===== config.mk =====
export PLATFORM = sky130hd
export DESIGN_NAME = e1tii_device_flat
export DESIGN_NICKNAME = d
export VERILOG_FILES = /design/src/e1tii_pkg.sv /design/src/e1tii_link_if.sv /design/src/e1tii_device.sv /design/src/flat_wrapper.sv
export SDC_FILE = /design/constraint.sdc
export NUM_CORES = 1
export LEC_CHECK = 0
export BUFFER_PORTS_ARGS = -buffer_cell sky130_fd_sc_hd__buf_2
export CORE_MARGIN = 1.5
export CORE_UTILIZATION = 40
export DETAILED_ROUTE_END_ITERATION = 12
export HOLD_SLACK_MARGIN = 0.1
export PLACE_DENSITY = 0.53
export SYNTH_ARGS = -nofsm -noshare
export SYNTH_HDL_FRONTEND = slang
export SYNTH_SLANG_ARGS = --single-unit
export TNS_END_PERCENT = 100

===== constraint.sdc =====
create_clock -name i_clock -period 2.2 [get_ports i_clock]
set_input_delay 0.55 -clock i_clock [delete_from_list [all_inputs] [get_ports i_clock]]
set_output_delay 0.55 -clock i_clock [all_outputs]
set_load 0.01 [all_outputs]

===== src/e1tii_pkg.sv =====
// constants shared by the e1 transmit input device end and terminal end
//
// Functional notes
// RULE1 - clock activity selects clocked mode automatically
// RULE2 - terminal drives 2.048 MHz bit clock; the terminal uses a 48-cycle, 480 ns period, about 2.083 MHz
// RULE3 - clocked mode: full-period NRZ mark levels
// RULE4 - device samples marks on clock falling edge
// RULE5 - positive mark gives positive line symbol
// RULE6 - negative mark gives negative line symbol
// RULE7 - clockless: bit clock held high, no toggling
// RULE8 - clockless: half-bit RZ mark on matching input
// RULE9 - clockless: RZ mark in first half
// RULE10 - clockless: both marks low second half
// RULE11 - exactly one line symbol per mark
// RULE12 - no mark means zero-level space
// RULE13 - idle clock falls back to clockless mode
package e1tii_pkg;
    // time base
    localparam int CLOCK_PERIOD_NS = 10;
    localparam int BIT_PERIOD_NS = 488;
    localparam int SYMBOL_WIDTH_NS = 244;
    // bit period on the 100 MHz clock, rounded down (shorter time)
    localparam int BIT_CYCLES = BIT_PERIOD_NS / CLOCK_PERIOD_NS;
    // line symbol width rounded up to whole cycles
    localparam int SYMBOL_CYCLES = (SYMBOL_WIDTH_NS + CLOCK_PERIOD_NS - 1) / CLOCK_PERIOD_NS;
    // bit periods without an edge before the clock counts as gone
    localparam int IDLE_BITS = 4;
    localparam int IDLE_CYCLES = IDLE_BITS * BIT_CYCLES;
    // counter width used by both ends
    localparam int CNT_W = 8;
    // line symbol {tip, ring}
    localparam logic [1:0] LINE_SPACE = 2'h0;
    localparam logic [1:0] LINE_POS = 2'h2;
    localparam logic [1:0] LINE_NEG = 2'h1;
    // mark word layout {positive, negative}
    localparam int MARK_W = 2;
    localparam int MARK_POS_BIT = 1;
    localparam int MARK_NEG_BIT = 0;
    // link pins at rest {clock, positive, negative}: clock high, marks low
    localparam logic [2:0] PIN_IDLE = 3'h4;
    // terminal buffer depth
    localparam int BUF_DEPTH = 2;
endpackage : e1tii_pkg


===== src/e1tii_link_if.sv =====
// link between terminal equipment and the e1 transmit input device
`timescale 1ns/1ps
interface e1tii_link_if;
    logic tx_bit_clock_in;
    logic tx_positive_mark_in;
    logic tx_negative_mark_in;

    modport device (
        input tx_bit_clock_in,
        input tx_positive_mark_in,
        input tx_negative_mark_in
    );

    modport terminal (
        output tx_bit_clock_in,
        output tx_positive_mark_in,
        output tx_negative_mark_in
    );
endinterface : e1tii_link_if


===== src/e1tii_device.sv =====
// device end: mode detect, mark capture and bipolar line symbol generation
`timescale 1ns/1ps
module e1tii_device #(
    parameter int SYMBOL_CYCLES = e1tii_pkg::SYMBOL_CYCLES,
    parameter int IDLE_CYCLES = e1tii_pkg::IDLE_CYCLES
) (
    input wire logic i_clock,
    input wire logic i_rst,
    e1tii_link_if.device link,
    output logic o_line_out_tip,
    output logic o_line_out_ring,
    output logic o_clocked_mode,
    output logic o_double_mark,
    output logic o_polarity_repeat
);

    ////////////////////////////////////////////////////////////////////////////
    // elaboration checks

    // counters are CNT_W bits wide
    if (SYMBOL_CYCLES < 1 || SYMBOL_CYCLES > 255) begin : g_bad_symbol
        $error("e1tii_device: SYMBOL_CYCLES out of range");
    end
    if (IDLE_CYCLES < 2 || IDLE_CYCLES > 255) begin : g_bad_idle
        $error("e1tii_device: IDLE_CYCLES out of range");
    end

    localparam logic [e1tii_pkg::CNT_W-1:0] SYMBOL_LOAD = e1tii_pkg::CNT_W'(SYMBOL_CYCLES);
    localparam logic [e1tii_pkg::CNT_W-1:0] IDLE_LIMIT = e1tii_pkg::CNT_W'(IDLE_CYCLES);
    localparam logic [e1tii_pkg::CNT_W-1:0] CNT_ZERO = '0;
    localparam logic [e1tii_pkg::CNT_W-1:0] CNT_ONE = e1tii_pkg::CNT_W'(1);

    ////////////////////////////////////////////////////////////////////////////
    // edge helpers

    // an edge is a difference between the second stage and its delayed copy
    function automatic logic rise_seen(input logic now_v, input logic prev_v);
        rise_seen = now_v && !prev_v;
    endfunction : rise_seen

    function automatic logic fall_seen(input logic now_v, input logic prev_v);
        fall_seen = prev_v && !now_v;
    endfunction : fall_seen

    ////////////////////////////////////////////////////////////////////////////
    // pin synchronisers

    // all three link pins come from another clock, so each passes two flops;
    // clock and data see the same delay, so capture timing is kept;
    // the third stage is only a delayed copy for edge detection
    logic [2:0] sync_a;
    logic [2:0] sync_b;
    logic [2:0] sync_d;

    always_ff @(posedge i_clock or posedge i_rst) begin
        if (i_rst) begin
            // rest levels, so no false mark edge follows reset
            sync_a <= e1tii_pkg::PIN_IDLE;
            sync_b <= e1tii_pkg::PIN_IDLE;
            sync_d <= e1tii_pkg::PIN_IDLE;
        end else begin
            sync_a <= {link.tx_bit_clock_in, link.tx_positive_mark_in,
                       link.tx_negative_mark_in};
            sync_b <= sync_a;
            sync_d <= sync_b;
        end
    end

    logic clk_now;
    logic clk_prev;
    logic pos_now;
    logic pos_prev;
    logic neg_now;
    logic neg_prev;

    // only the second stage and its delayed copy are looked at
    assign clk_now = sync_b[2];
    assign clk_prev = sync_d[2];
    assign pos_now = sync_b[1];
    assign pos_prev = sync_d[1];
    assign neg_now = sync_b[0];
    assign neg_prev = sync_d[0];

    ////////////////////////////////////////////////////////////////////////////
    // clock activity detector

    logic clocked;
    logic next_clocked;
    logic [e1tii_pkg::CNT_W-1:0] idle_cnt;
    logic [e1tii_pkg::CNT_W-1:0] next_idle_cnt;

    // any edge means clocked; a quiet stretch means clockless again.
    // a single glitch on a floating pin can flip the mode for a while.
    // the idle limit must exceed half a bit, or a live clock would look idle
    always_comb begin
        next_clocked = clocked;
        next_idle_cnt = idle_cnt;
        if (clk_now != clk_prev) begin
            next_clocked = 1'b1; // RULE1
            next_idle_cnt = CNT_ZERO;
        end else if (idle_cnt >= IDLE_LIMIT - CNT_ONE) begin
            next_clocked = 1'b0; // RULE13
        end else begin
            next_idle_cnt = idle_cnt + CNT_ONE;
        end
    end

    always_ff @(posedge i_clock or posedge i_rst) begin
        if (i_rst) begin
            clocked <= 1'b0;
            idle_cnt <= CNT_ZERO;
        end else begin
            clocked <= next_clocked;
            idle_cnt <= next_idle_cnt;
        end
    end

    ////////////////////////////////////////////////////////////////////////////
    // mark capture

    logic mark_pos;
    logic mark_neg;

    // clocked: sample both levels on the falling clock edge.
    // clockless: each rising edge of an RZ input is one mark
    always_comb begin
        mark_pos = 1'b0;
        mark_neg = 1'b0;
        if (clocked) begin
            if (fall_seen(clk_now, clk_prev)) begin
                mark_pos = pos_now; // RULE4
                mark_neg = neg_now; // RULE4
            end
        end else begin
            // relies on the input going low in the second half of each bit
            mark_pos = rise_seen(pos_now, pos_prev); // RULE8 RULE10
            mark_neg = rise_seen(neg_now, neg_prev); // RULE8 RULE10
        end
    end

    ////////////////////////////////////////////////////////////////////////////
    // line symbol generator

    logic [1:0] line;
    logic [1:0] next_line;
    logic [e1tii_pkg::CNT_W-1:0] width_cnt;
    logic [e1tii_pkg::CNT_W-1:0] next_width_cnt;
    logic last_pol_pos;
    logic next_last_pol_pos;
    logic have_last;
    logic next_have_last;
    logic double_mark;
    logic next_double_mark;
    logic pol_repeat;
    logic next_pol_repeat;

    // one symbol per mark; a new mark restarts the width so none is merged.
    // both marks at once is not a valid symbol; it is flagged and starts no symbol
    always_comb begin
        next_line = line;
        next_width_cnt = width_cnt;
        next_last_pol_pos = last_pol_pos;
        next_have_last = have_last;
        next_double_mark = 1'b0;
        next_pol_repeat = 1'b0;
        if (width_cnt != CNT_ZERO) begin
            next_width_cnt = width_cnt - CNT_ONE;
        end
        if (width_cnt == CNT_ONE) begin
            next_line = e1tii_pkg::LINE_SPACE; // RULE12
        end
        // a word of both marks is only flagged; the line keeps its symbol
        if (mark_pos && mark_neg) begin
            next_double_mark = 1'b1;
        end else if (mark_pos || mark_neg) begin
            next_width_cnt = SYMBOL_LOAD; // RULE11
            next_line = mark_pos ? e1tii_pkg::LINE_POS : e1tii_pkg::LINE_NEG; // RULE5 RULE6
            next_pol_repeat = have_last && (last_pol_pos == mark_pos);
            next_last_pol_pos = mark_pos;
            next_have_last = 1'b1;
        end
    end

    always_ff @(posedge i_clock or posedge i_rst) begin
        if (i_rst) begin
            line <= e1tii_pkg::LINE_SPACE;
            width_cnt <= CNT_ZERO;
            last_pol_pos <= 1'b0;
            have_last <= 1'b0;
            double_mark <= 1'b0;
            pol_repeat <= 1'b0;
        end else begin
            line <= next_line;
            width_cnt <= next_width_cnt;
            last_pol_pos <= next_last_pol_pos;
            have_last <= next_have_last;
            double_mark <= next_double_mark;
            pol_repeat <= next_pol_repeat;
        end
    end

    ////////////////////////////////////////////////////////////////////////////
    // outputs, each straight from a flop
    // tip and ring cannot be high together: line holds one symbol code

    assign o_line_out_tip = line[1];
    assign o_line_out_ring = line[0];
    assign o_clocked_mode = clocked;
    assign o_double_mark = double_mark;
    assign o_polarity_repeat = pol_repeat;

endmodule : e1tii_device


===== src/flat_wrapper.sv =====
// flat-port wrapper written by rule: the top's interface ports become plain ports
module e1tii_device_flat 
#(
    parameter int SYMBOL_CYCLES = e1tii_pkg::SYMBOL_CYCLES,
    parameter int IDLE_CYCLES = e1tii_pkg::IDLE_CYCLES
)
  (i_clock, i_rst, o_line_out_tip, o_line_out_ring, o_clocked_mode, o_double_mark, o_polarity_repeat, link_tx_bit_clock_in, link_tx_positive_mark_in, link_tx_negative_mark_in);
  e1tii_link_if link_i ();
  input wire logic i_clock;
  input wire logic i_rst;
  output logic o_line_out_tip;
  output logic o_line_out_ring;
  output logic o_clocked_mode;
  output logic o_double_mark;
  output logic o_polarity_repeat;
  input wire logic [$bits(link_i.tx_bit_clock_in)-1:0] link_tx_bit_clock_in;
  input wire logic [$bits(link_i.tx_positive_mark_in)-1:0] link_tx_positive_mark_in;
  input wire logic [$bits(link_i.tx_negative_mark_in)-1:0] link_tx_negative_mark_in;
  assign link_i.tx_bit_clock_in = link_tx_bit_clock_in;
  assign link_i.tx_positive_mark_in = link_tx_positive_mark_in;
  assign link_i.tx_negative_mark_in = link_tx_negative_mark_in;
  e1tii_device #(.SYMBOL_CYCLES(SYMBOL_CYCLES), .IDLE_CYCLES(IDLE_CYCLES)) u_core (.i_clock(i_clock), .i_rst(i_rst), .link(link_i), .o_line_out_tip(o_line_out_tip), .o_line_out_ring(o_line_out_ring), .o_clocked_mode(o_clocked_mode), .o_double_mark(o_double_mark), .o_polarity_repeat(o_polarity_repeat));
endmodule

==> qor.csv, run 1 <==
stage,metric,value,unit
min_path,Hold Path Class,in -> async,
global_route,Overall Global Routing Usage,0.1422,
timing,Fmax,500.0,MHz
placed_design,# port buffers,9,
placed_design,GP Congestion,0.7175,
global_route,first-pass GRT wire length,4243,µm
placed_design,Placed Cells,177,
clocking,H-tree Lvls,2,
timing,final hold violations,0,
routing,via count,895,
clocking,number of gates resized after cts,0,
cells_and_area,Post-layout nets,150,
placed_design,hpwl dp,1676,µm
setup_path,Worst R2R Start,u_core.sync_b[2]$_DFF_PP1_,
cells_and_area,Finished Core Util,0.4781,
placed_design,dpl ws,167.5,ps
cells_and_area,register area,804.5,µm²
logic_synthesis,Netlist cell types,33,
setup_path,CP endpoint,u_core.line[1]$_DFF_PP0_,
setup_path,r2r setup slk,200,ps
global_route,pin count of the biggest net entering global routing,19,
global_route,initial antenna violation count,0,
floorplanning,Core ar.,0.003363,mm²
floorplanning,row cnt,21,
cells_and_area,"commonest non-fill, non-tap cell in the layout",dfrtp_1,
logic_synthesis,Post-synth EDFFs,0,
global_route,number of global-route vias before repair,904,
clocking,Clock Tree Root,clkbuf_4,
power,VDD IR max,0.5418,mV
routing,final wirelength,2301,µm
cells_and_area,area grow syn2layout,14.32,%
cells_and_area,fraction of layout cells with a size suffix above 1,0.2086,
floorplanning,Starting Density,0.4182,
logic_synthesis,post-synthesis sequential area ratio,0.5721,
timing,fin. max-slew vios,0,
cells_and_area,"Cell Count, Final, Fillers Out",185,
logic_synthesis,mapped cell area,0.001406,mm²
cells_and_area,multi-input logic area,566.8,µm²
logic_synthesis,Synth Net Count,134,
run_status,outcome,completed,
logic_synthesis,Synth warnings,0,
floorplanning,num ports,10,
routing,DR WL/cell,12.44,µm
timing,Setup Viol. Count Final,0,
floorplanning,Die ar.,0.003881,mm²
logic_synthesis,#FFs+latches synth,32,
setup_path,CP dominant cell by count,ha_1,
setup_path,Worst Path Arrival,2210,ps
setup_path,required time worst endpoint,2410,ps
routing,DRT antenna net count,0,
floorplanning,die height,62.30,µm
floorplanning,Die X,62.30,µm
global_route,gr ovfl total,0,
logic_synthesis,"top cells by area, synth","dfrtp_1, ha_1, dfstp_2",
routing,First-pass DRT Iterations,4,
cells_and_area,"commonest cells after routing, fill and taps aside","dfrtp_1, buf_2, nor2_1, nand2_1, xnor2_1",
timing,Sum Neg Setup Slack,0,ps
cells_and_area,fill count,333,
setup_path,Crit Path Max Fanout,6,
routing,vias per std cell,4.838,
timing,crit share post-route,0.9090,
setup_path,crit path max-delay cell type,dfstp_2,
timing,Tmin final,2000,ps
cells_and_area,antenna cells,0,
placed_design,DP Area,0.001528,mm²
setup_path,Worst R2R Path Depth,8,
clocking,Worst-path clk slew,110,ps
timing,setup ws final,200.1,ps
logic_synthesis,"FFs w/ async S/R, synth",1.000,
cells_and_area,"Non-Filler Cell Area, Final",0.001608,mm²
setup_path,Critical R2R Capture,u_core.line[1]$_DFF_PP0_,
routing,DRC violation count after routing,0,
timing,Least-Margin Pin Slew,607.6,ps
clocking,clk buf depth,2,
setup_path,crit path launch type,flip-flop,
timing,relative slew slack,0.5945,
logic_synthesis,largest area contributor in the netlist,dfrtp_1,
logic_synthesis,Syn Area/Cell,11.53,µm²
power,power density cells,917.1,mW/mm²
logic_synthesis,cell count after synthesis,122,
clocking,cts bufs inserted,5,
clocking,Post CTS Setup Buffer Count,0,
setup_path,crit path cell chain,inv_1 -> ha_1 -> and2_1 -> o21a_1 -> ha_1 -> or2_2 -> nand3_1 -> o21ai_0,
clocking,# hold bufs at CTS,0,
logic_synthesis,Synth top area share,0.5160,
setup_path,CP startpoint,u_core.sync_b[2]$_DFF_PP1_,
clocking,clock sinks,32,
timing,RSZ-0062 raised after global routing,false,
job,Max Cap Violations,0,
timing,Fin Clk Skew,10.35,ps
setup_path,CP peak stage delay,540,ps
setup_path,Setup CP Type,reg -> reg,
setup_path,crit end category,flip-flop,
logic_synthesis,Post-synth top flop,dfrtp_1,
routing,Starting DRT DRC Count,36,
power,static leakage,0.7205,nW
clocking,CTS tree,built,
clocking,clock latency on the worst-skew pair,330,ps
-- logic make-up after synthesis --
group,count (synthesis),synth area share
fa+ha+maj,7,0.06227
buf+inv,9,0.02491
flops,32,0.5721
xor+xnor,9,0.05605
compound gates,18,0.08452
mux,2,0.01512
simple gates,45,0.1851
-- cell type report --
type | count | area share
clock buffers | 5 | 0.02335
clock inverters | 3 | 0.02646
inverters | 7 | 0.01634
multi-input cells | 81 | 0.3525
flip-flops and latches | 32 | 0.5004
well taps | 46 | 0.03580
repair buffers | 11 | 0.04514
-- flip-flops by register name, summed over array words and instances (netlist names), 2 cells and up --
register and count:
u_core.sync_a 3, u_core.sync_b 3, u_core.line 2, u_core.idle_cnt 8
u_core.sync_d 3, u_core.width_cnt 8
-- critical path, delay by kind of cell, from the launching register on --
kind	cells	cell delay (ps)
AO/OA/AOI/OAI	2	310
adder cells (fa/ha/maj)	2	410
flip-flops	1	540
AND/OR/NAND/NOR	3	580
buffers and inverters	1	40
-- per-layer routing --
layer,share of wire,track usage,up-vias
li1,-,-,450
met1,0.52,0.1915,429
met2,0.43,0.2092,12
met3,0.035,0.04529,4
met4,0.017,0.06667,0
met5,0,0,-
-- cells in the mapped netlist (all sizes together), types with 4 or more instances --
cell type / instances
inv: 7
nand3: 6
nand2: 8
o211ai: 4
xnor2: 8
ha: 7
dfrtp: 29
and2: 5
nor2: 8
nor3: 4
o21ai: 5
-- how the worst min path moves through the flow --
| stage | from | end | cells past startpoint |
|---|---|---|---|
| after floorplan | u_core.sync_a[0]$_DFF_PP0_ | u_core.sync_b[0]$_DFF_PP0_ | 0 |
| after global placement | u_core.sync_a[0]$_DFF_PP0_ | u_core.sync_b[0]$_DFF_PP0_ | 0 |
| after detailed placement | u_core.sync_a[0]$_DFF_PP0_ | u_core.sync_b[0]$_DFF_PP0_ | 0 |
| after CTS | i_rst | u_core.idle_cnt[3]$_DFFE_PP0P_ | 2 |
| after global routing | link_tx_bit_clock_in | u_core.sync_a[2]$_DFF_PP1_ | 1 |
| final | i_rst | u_core.idle_cnt[3]$_DFFE_PP0P_ | 2 |
-- where the power goes --
group,leakage [nW],internal [mW],switching (mW)
combinational,0.287,0.133,0.148
clock,0.0412,0.237,0.202
sequential,0.392,0.672,0.0827
total,0.720,1.04,0.433
-- metrics by stage --
| stage | hold WS [ps] | power, mW |
|---|---|---|
| 2_1_floorplan | 331.2 | 0.9695 |
| 3_3_place_gp | 333.0 | 1.041 |
| 3_5_place_dp | 334.7 | 1.051 |
| 4_1_cts | 284.3 | 1.497 |
| 5_1_grt | 281.4 | 1.579 |
| 6_report | 269.7 | 1.475 |
(Power assumes the default switching activity.)
==> inputs of run 2 (changes only) <==
BUFFER_PORTS_ARGS = not set   (was -buffer_cell sky130_fd_sc_hd__buf_2)
DONT_BUFFER_PORTS = 1   (was not set)
PLACE_DENSITY = 0.5   (was 0.53)
==> qor.csv, run 2 (synthesis gave the netlist of run 1 again) <==
stage,metric,value,unit,change
clocking,clock latency on the worst-skew pair,320,ps,about the same
timing,Least-Margin Pin Slew,406.8,ps,-200.9 ps
timing,final hold violations,0,,unchanged
routing,DR WL/cell,12.77,µm,+2.7%
cells_and_area,fraction of layout cells with a size suffix above 1,0.1462,,-0.06248
cells_and_area,area grow syn2layout,9.964,%,
floorplanning,Die ar.,0.003881,mm²,unchanged
timing,setup ws final,191.2,ps,-8.893 ps
clocking,cts bufs inserted,5,,unchanged
timing,Sum Neg Setup Slack,0,ps,unchanged
setup_path,CP endpoint,u_core.line[0]$_DFF_PP0_,,
routing,First-pass DRT Iterations,4,,unchanged
global_route,initial antenna violation count,0,,unchanged
timing,Tmin final,2009,ps,+8.893 ps
setup_path,Worst R2R Start,u_core.sync_b[2]$_DFF_PP1_,,
floorplanning,num ports,10,,unchanged
clocking,number of gates resized after cts,0,,unchanged
timing,crit share post-route,0.9131,,+0.004042
clocking,clock sinks,32,,unchanged
run_status,outcome,completed,,
placed_design,Placed Cells,168,,-5.1%
floorplanning,Core ar.,0.003363,mm²,unchanged
floorplanning,row cnt,21,,unchanged
floorplanning,die height,62.30,µm,unchanged
cells_and_area,"commonest non-fill, non-tap cell in the layout",dfrtp_1,,
timing,Fin Clk Skew,2.726,ps,-7.624 ps
routing,Starting DRT DRC Count,29,,-19%
cells_and_area,Post-layout nets,141,,-6.0%
power,static leakage,0.6792,nW,-5.7%
cells_and_area,antenna cells,0,,unchanged
placed_design,GP Congestion,0.8457,,+18%
global_route,gr ovfl total,0,,unchanged
power,Pwr Total,1.458,mW,-1.1%
routing,via count,860,,-3.9%
floorplanning,Die X,62.30,µm,unchanged
min_path,Hold Path Class,in -> async,,
setup_path,Critical R2R Capture,u_core.line[0]$_DFF_PP0_,,
placed_design,# port buffers,0,,-9
cells_and_area,"Cell Count, Final, Fillers Out",176,,-4.9%
cells_and_area,largest registers in the final layout,"u_core.idle_cnt (8), u_core.width_cnt (8)",,
setup_path,CP startpoint,u_core.sync_b[2]$_DFF_PP1_,,
timing,RSZ-0062 raised after global routing,false,,
cells_and_area,"commonest cells after routing, fill and taps aside","dfrtp_1, nor2_1, nand2_1, xnor2_1",,
setup_path,Setup CP Type,reg -> reg,,
clocking,clk buf depth,2,,unchanged
global_route,pin count of the biggest net entering global routing,33,,+14
cells_and_area,Finished Core Util,0.4598,,-0.01823
routing,DRT antenna net count,0,,unchanged
timing,Fmax,497.8,MHz,-0.44%
global_route,first-pass GRT wire length,4215,µm,-0.66%
routing,DRC violation count after routing,0,,unchanged
power,VDD IR max,0.4817,mV,-11%
job,Max Cap Violations,0,,unchanged
routing,final wirelength,2248,µm,-2.3%
placed_design,dpl ws,204.2,ps,+36.74 ps
clocking,Post CTS Setup Buffer Count,0,,unchanged
placed_design,hpwl dp,1529,µm,-8.8%
clocking,CTS tree,built,,
setup_path,crit end category,flip-flop,,
global_route,Overall Global Routing Usage,0.1413,,-0.0009489
clocking,Clock Tree Root,clkbuf_4,,
floorplanning,Starting Density,0.4182,,unchanged
setup_path,Worst R2R Path Depth,8,,unchanged
timing,Setup Viol. Count Final,0,,unchanged
placed_design,DP Area,0.001470,mm²,-3.8%
setup_path,r2r setup slk,190,ps,about the same
power,power density cells,942.7,mW/mm²,+2.8%
setup_path,crit path launch type,flip-flop,,
cells_and_area,"Non-Filler Cell Area, Final",0.001546,mm²,-3.8%
timing,Hold WS,181.3,ps,-88.35 ps
setup_path,Crit Path Max Fanout,6,,unchanged
global_route,number of global-route vias before repair,883,,-2.3%
clocking,# hold bufs at CTS,0,,unchanged
setup_path,required time worst endpoint,2410,ps,about the same
setup_path,Worst Path Arrival,2220,ps,about the same
timing,relative slew slack,0.7288,,+0.1344
routing,vias per std cell,4.886,,+1.0%
timing,fin. max-slew vios,0,,unchanged
clocking,Worst-path clk slew,100,ps,about the same
clocking,H-tree Lvls,2,,unchanged
==> run 2: cell type report <==
cell class	instances	area, µm²
Tap cell	46	57.56
Sequential cell	32	804.5
Timing Repair Buffer	2	15.01
Fill cell	340	1817
Clock inverter	2	35.03
Clock buffer	6	41.29
Inverter	7	26.28
Multi-Input combinational cell	81	566.8
==> run 2: worst min-delay path by stage <==
stage                               startpoint                        endpoint  slack, ps  cells past startpoint
floorplan           u_core.sync_a[0]$_DFF_PP0_      u_core.sync_b[0]$_DFF_PP0_        330                      0
global placement    u_core.sync_a[0]$_DFF_PP0_      u_core.sync_b[0]$_DFF_PP0_        340                      0
detailed placement  u_core.sync_a[0]$_DFF_PP0_      u_core.sync_b[0]$_DFF_PP0_        340                      0
CTS                                      i_rst  u_core.idle_cnt[3]$_DFFE_PP0P_        190                      2
global route              link_tx_bit_clock_in      u_core.sync_a[2]$_DFF_PP1_        160                      0
finish                                   i_rst  u_core.idle_cnt[3]$_DFFE_PP0P_        180                      2
==> run 2: routing by layer <==
| layer | vias to the layer above | part of all wire | track usage |
|---|---|---|---|
| met5 | - | 0 | 0 |
| met4 | 0 | 0.016 | 0.05000 |
| met3 | 4 | 0.041 | 0.06884 |
| met2 | 13 | 0.44 | 0.1970 |
| met1 | 416 | 0.50 | 0.1912 |
| li1 | 427 | - | - |
==> run 2: where the power goes <==
group	internal (mW)	switching, mW	total (mW)
sequential	0.672	0.0849	0.756
clock	0.238	0.198	0.436
combinational	0.124	0.141	0.265
total	1.03	0.424	1.46
==> run 2: critical path: stages (launching register included) <==
cell	delay (ps)
dfstp_2	540
inv_1	40
ha_1	150
and2_1	160
o21a_1	240
ha_1	240
or2_2	330
nand3_1	90
o21ai_0	80
==> inputs of run 3 (changes only) <==
PLACE_DENSITY = 0.52   (was 0.5)
clock period = 1.6 ns   (was 2.2 ns; I/O delays follow)
==> qor.csv, run 3 (synthesis gave the netlist of run 1 again) <==
stage,metric,value,unit,change
clocking,Worst-path clk slew,90,ps,about the same
cells_and_area,"commonest cells after routing, fill and taps aside","dfrtp_1, buf_4, nand2_1, xnor2_1, nor2_1",,
power,VDD IR max,0.6263,mV,+30%
timing,Fin Clk Skew,12.10,ps,+9.378 ps
placed_design,dpl ws,-215.3,ps,-419.5 ps
routing,DRC violation count after routing,0,,unchanged
global_route,pin count of the biggest net entering global routing,33,,unchanged
floorplanning,Die ar.,0.003881,mm²,unchanged
power,Pwr Total,2.188,mW,+50%
placed_design,hpwl dp,1681,µm,+9.9%
floorplanning,row cnt,21,,unchanged
min_path,Hold Path Class,reg -> reg,,
global_route,number of global-route vias before repair,1004,,+14%
global_route,first-pass GRT wire length,4588,µm,+8.8%
routing,DR WL/cell,12.98,µm,+1.6%
setup_path,crit path launch type,flip-flop,,
routing,via count,941,,+9.4%
floorplanning,Core ar.,0.003363,mm²,unchanged
timing,relative slew slack,0.7339,,+0.005092
power,Clk network pwr share,0.315,,+0.016
cells_and_area,area grow syn2layout,27.58,%,
cells_and_area,Post-layout nets,156,,+11%
job,Max Cap Violations,0,,unchanged
clocking,clk buf depth,2,,unchanged
global_route,gr ovfl total,0,,unchanged
global_route,Overall Global Routing Usage,0.1547,,+0.01345
routing,vias per std cell,4.927,,+0.83%
setup_path,crit end category,flip-flop,,
routing,First-pass DRT Iterations,2,,-2
power,Comb pwr share,0.209,,+0.027
routing,final wirelength,2479,µm,+10%
clocking,CTS tree,built,,
cells_and_area,Finished Core Util,0.5335,,+0.07366
timing,Hold WS,361.1,ps,+179.7 ps
timing,final hold violations,0,,unchanged
routing,Starting DRT DRC Count,38,,+31%
placed_design,# port buffers,0,,unchanged
floorplanning,die height,62.30,µm,unchanged
clocking,clock latency on the worst-skew pair,340,ps,+20 ps
timing,Tmin final,1776,ps,-232.4 ps
power,Flop pwr share,0.476,,-0.043
timing,crit share post-route,1.110,,+0.1972
power,static leakage,0.7706,nW,+13%
setup_path,Crit Path Max Fanout,6,,unchanged
clocking,H-tree Lvls,2,,unchanged
placed_design,GP Congestion,0.7982,,-5.6%
timing,Fmax,562.9,MHz,+13%
timing,fin. max-slew vios,0,,unchanged
setup_path,Worst Path Arrival,2000,ps,-220 ps
timing,setup ws final,-176.4,ps,-367.6 ps
floorplanning,Die X,62.30,µm,unchanged
timing,Least-Margin Pin Slew,399.1,ps,-7.638 ps
global_route,initial antenna violation count,0,,unchanged
timing,Setup Viol. Count Final,13,,+13
cells_and_area,fraction of layout cells with a size suffix above 1,0.3241,,+0.1780
clocking,cts bufs inserted,5,,unchanged
power,Internal Power,1.568,mW,+52%
cells_and_area,"commonest non-fill, non-tap cell in the layout",dfrtp_1,,
power,Net Switching,0.6196,mW,+46%
routing,DRT antenna net count,0,,unchanged
cells_and_area,fill count,323,,-5.0%
setup_path,Setup CP Type,reg -> reg,,
timing,RSZ-0062 raised after global routing,true,,
floorplanning,num ports,10,,unchanged
cells_and_area,antenna cells,0,,unchanged
clocking,clock sinks,32,,unchanged
clocking,Clock Tree Root,clkbuf_4,,
floorplanning,Starting Density,0.4182,,unchanged
run_status,violated checks,setup timing,,
cells_and_area,largest registers in the final layout,"u_core.idle_cnt (8), u_core.width_cnt (8)",,
power,power density cells,1219,mW/mm²,+29%
run_status,outcome,"finished, violations left",,
setup_path,required time worst endpoint,1830,ps,-580 ps
power,switch share,0.2832,,-0.007849
==> run 3: cell type report <==
cell class	instances	area [µm²]	area share
sequential	32	804.5	0.4484
multi-input combinational	81	665.6	0.3710
timing repair buffer	17	145.1	0.08089
clock buffer	7	65.06	0.03626
tap	46	57.56	0.03208
clock inverter	1	30.03	0.01674
inverter	7	26.28	0.01464
==> run 3: critical path: stages (launching register included) <==
cell and delay [ps]:
dfstp_2 550, inv_2 40, ha_4 140, and2_4 160, o21a_4 220, ha_4 170
or2_4 260, nand3_2 70, o21ai_1 70
==> run 3: path summary, 6_finish.rpt <==
kind / slack, ps / endpoint / from / depth (start not counted)
max in group asynchronous: 690 / u_core.sync_b[2]$_DFF_PP1_ / i_rst / 3
worst max register to register: -180 / u_core.line[0]$_DFF_PP0_ / u_core.sync_b[2]$_DFF_PP1_ / 8
worst min register to register: 360 / u_core.sync_b[1]$_DFF_PP0_ / u_core.sync_a[1]$_DFF_PP0_ / 0
worst min-delay path: 360 / u_core.sync_b[1]$_DFF_PP0_ / u_core.sync_a[1]$_DFF_PP0_ / 0
min in group asynchronous: 580 / u_core.idle_cnt[4]$_DFFE_PP0P_ / i_rst / 3
worst max-delay path: -180 / u_core.line[0]$_DFF_PP0_ / u_core.sync_b[2]$_DFF_PP1_ / 8
==> run 3: what timing repair did <==
action,CTS,global route
endpoints found under the hold margin,32,0
setup endpoints to repair,13,13
buffers inserted,1,3
hold buffers,4,0
gates cloned,0,0
gates resized for setup,5,3
pin swaps,5,1
==> run 3: layer usage <==
metal / share of wire / GRT usage / vias to the layer above
li1: - / - / 460
met1: 0.47 / 0.1883 / 466
met2: 0.47 / 0.2459 / 9
met3: 0.035 / 0.05978 / 6
met4: 0.022 / 0.06667 / 0
met5: 0 / 0 / -
==> run 3: through the flow <==
step	instance area, µm²	setup TNS (ps)	std cells
floorplan	1486	-881.5	122
global placement	1593	-1141	175
detailed placement	1593	-1552	175
CTS	1760	-1331	188
global route	1794	-2387	191
finish	1794	-1618	191
==> run 3: power groups by stage <==
stage          registers (mW)  clock network (mW)  logic [mW]
3_3_place_gp             1.05                   0       0.391
5_1_grt                  1.06               0.757       0.525
6_report                 1.04               0.690       0.457
3_5_place_dp             1.06                   0       0.396
2_1_floorplan            1.03                   0       0.324
4_1_cts                  1.04               0.709       0.447
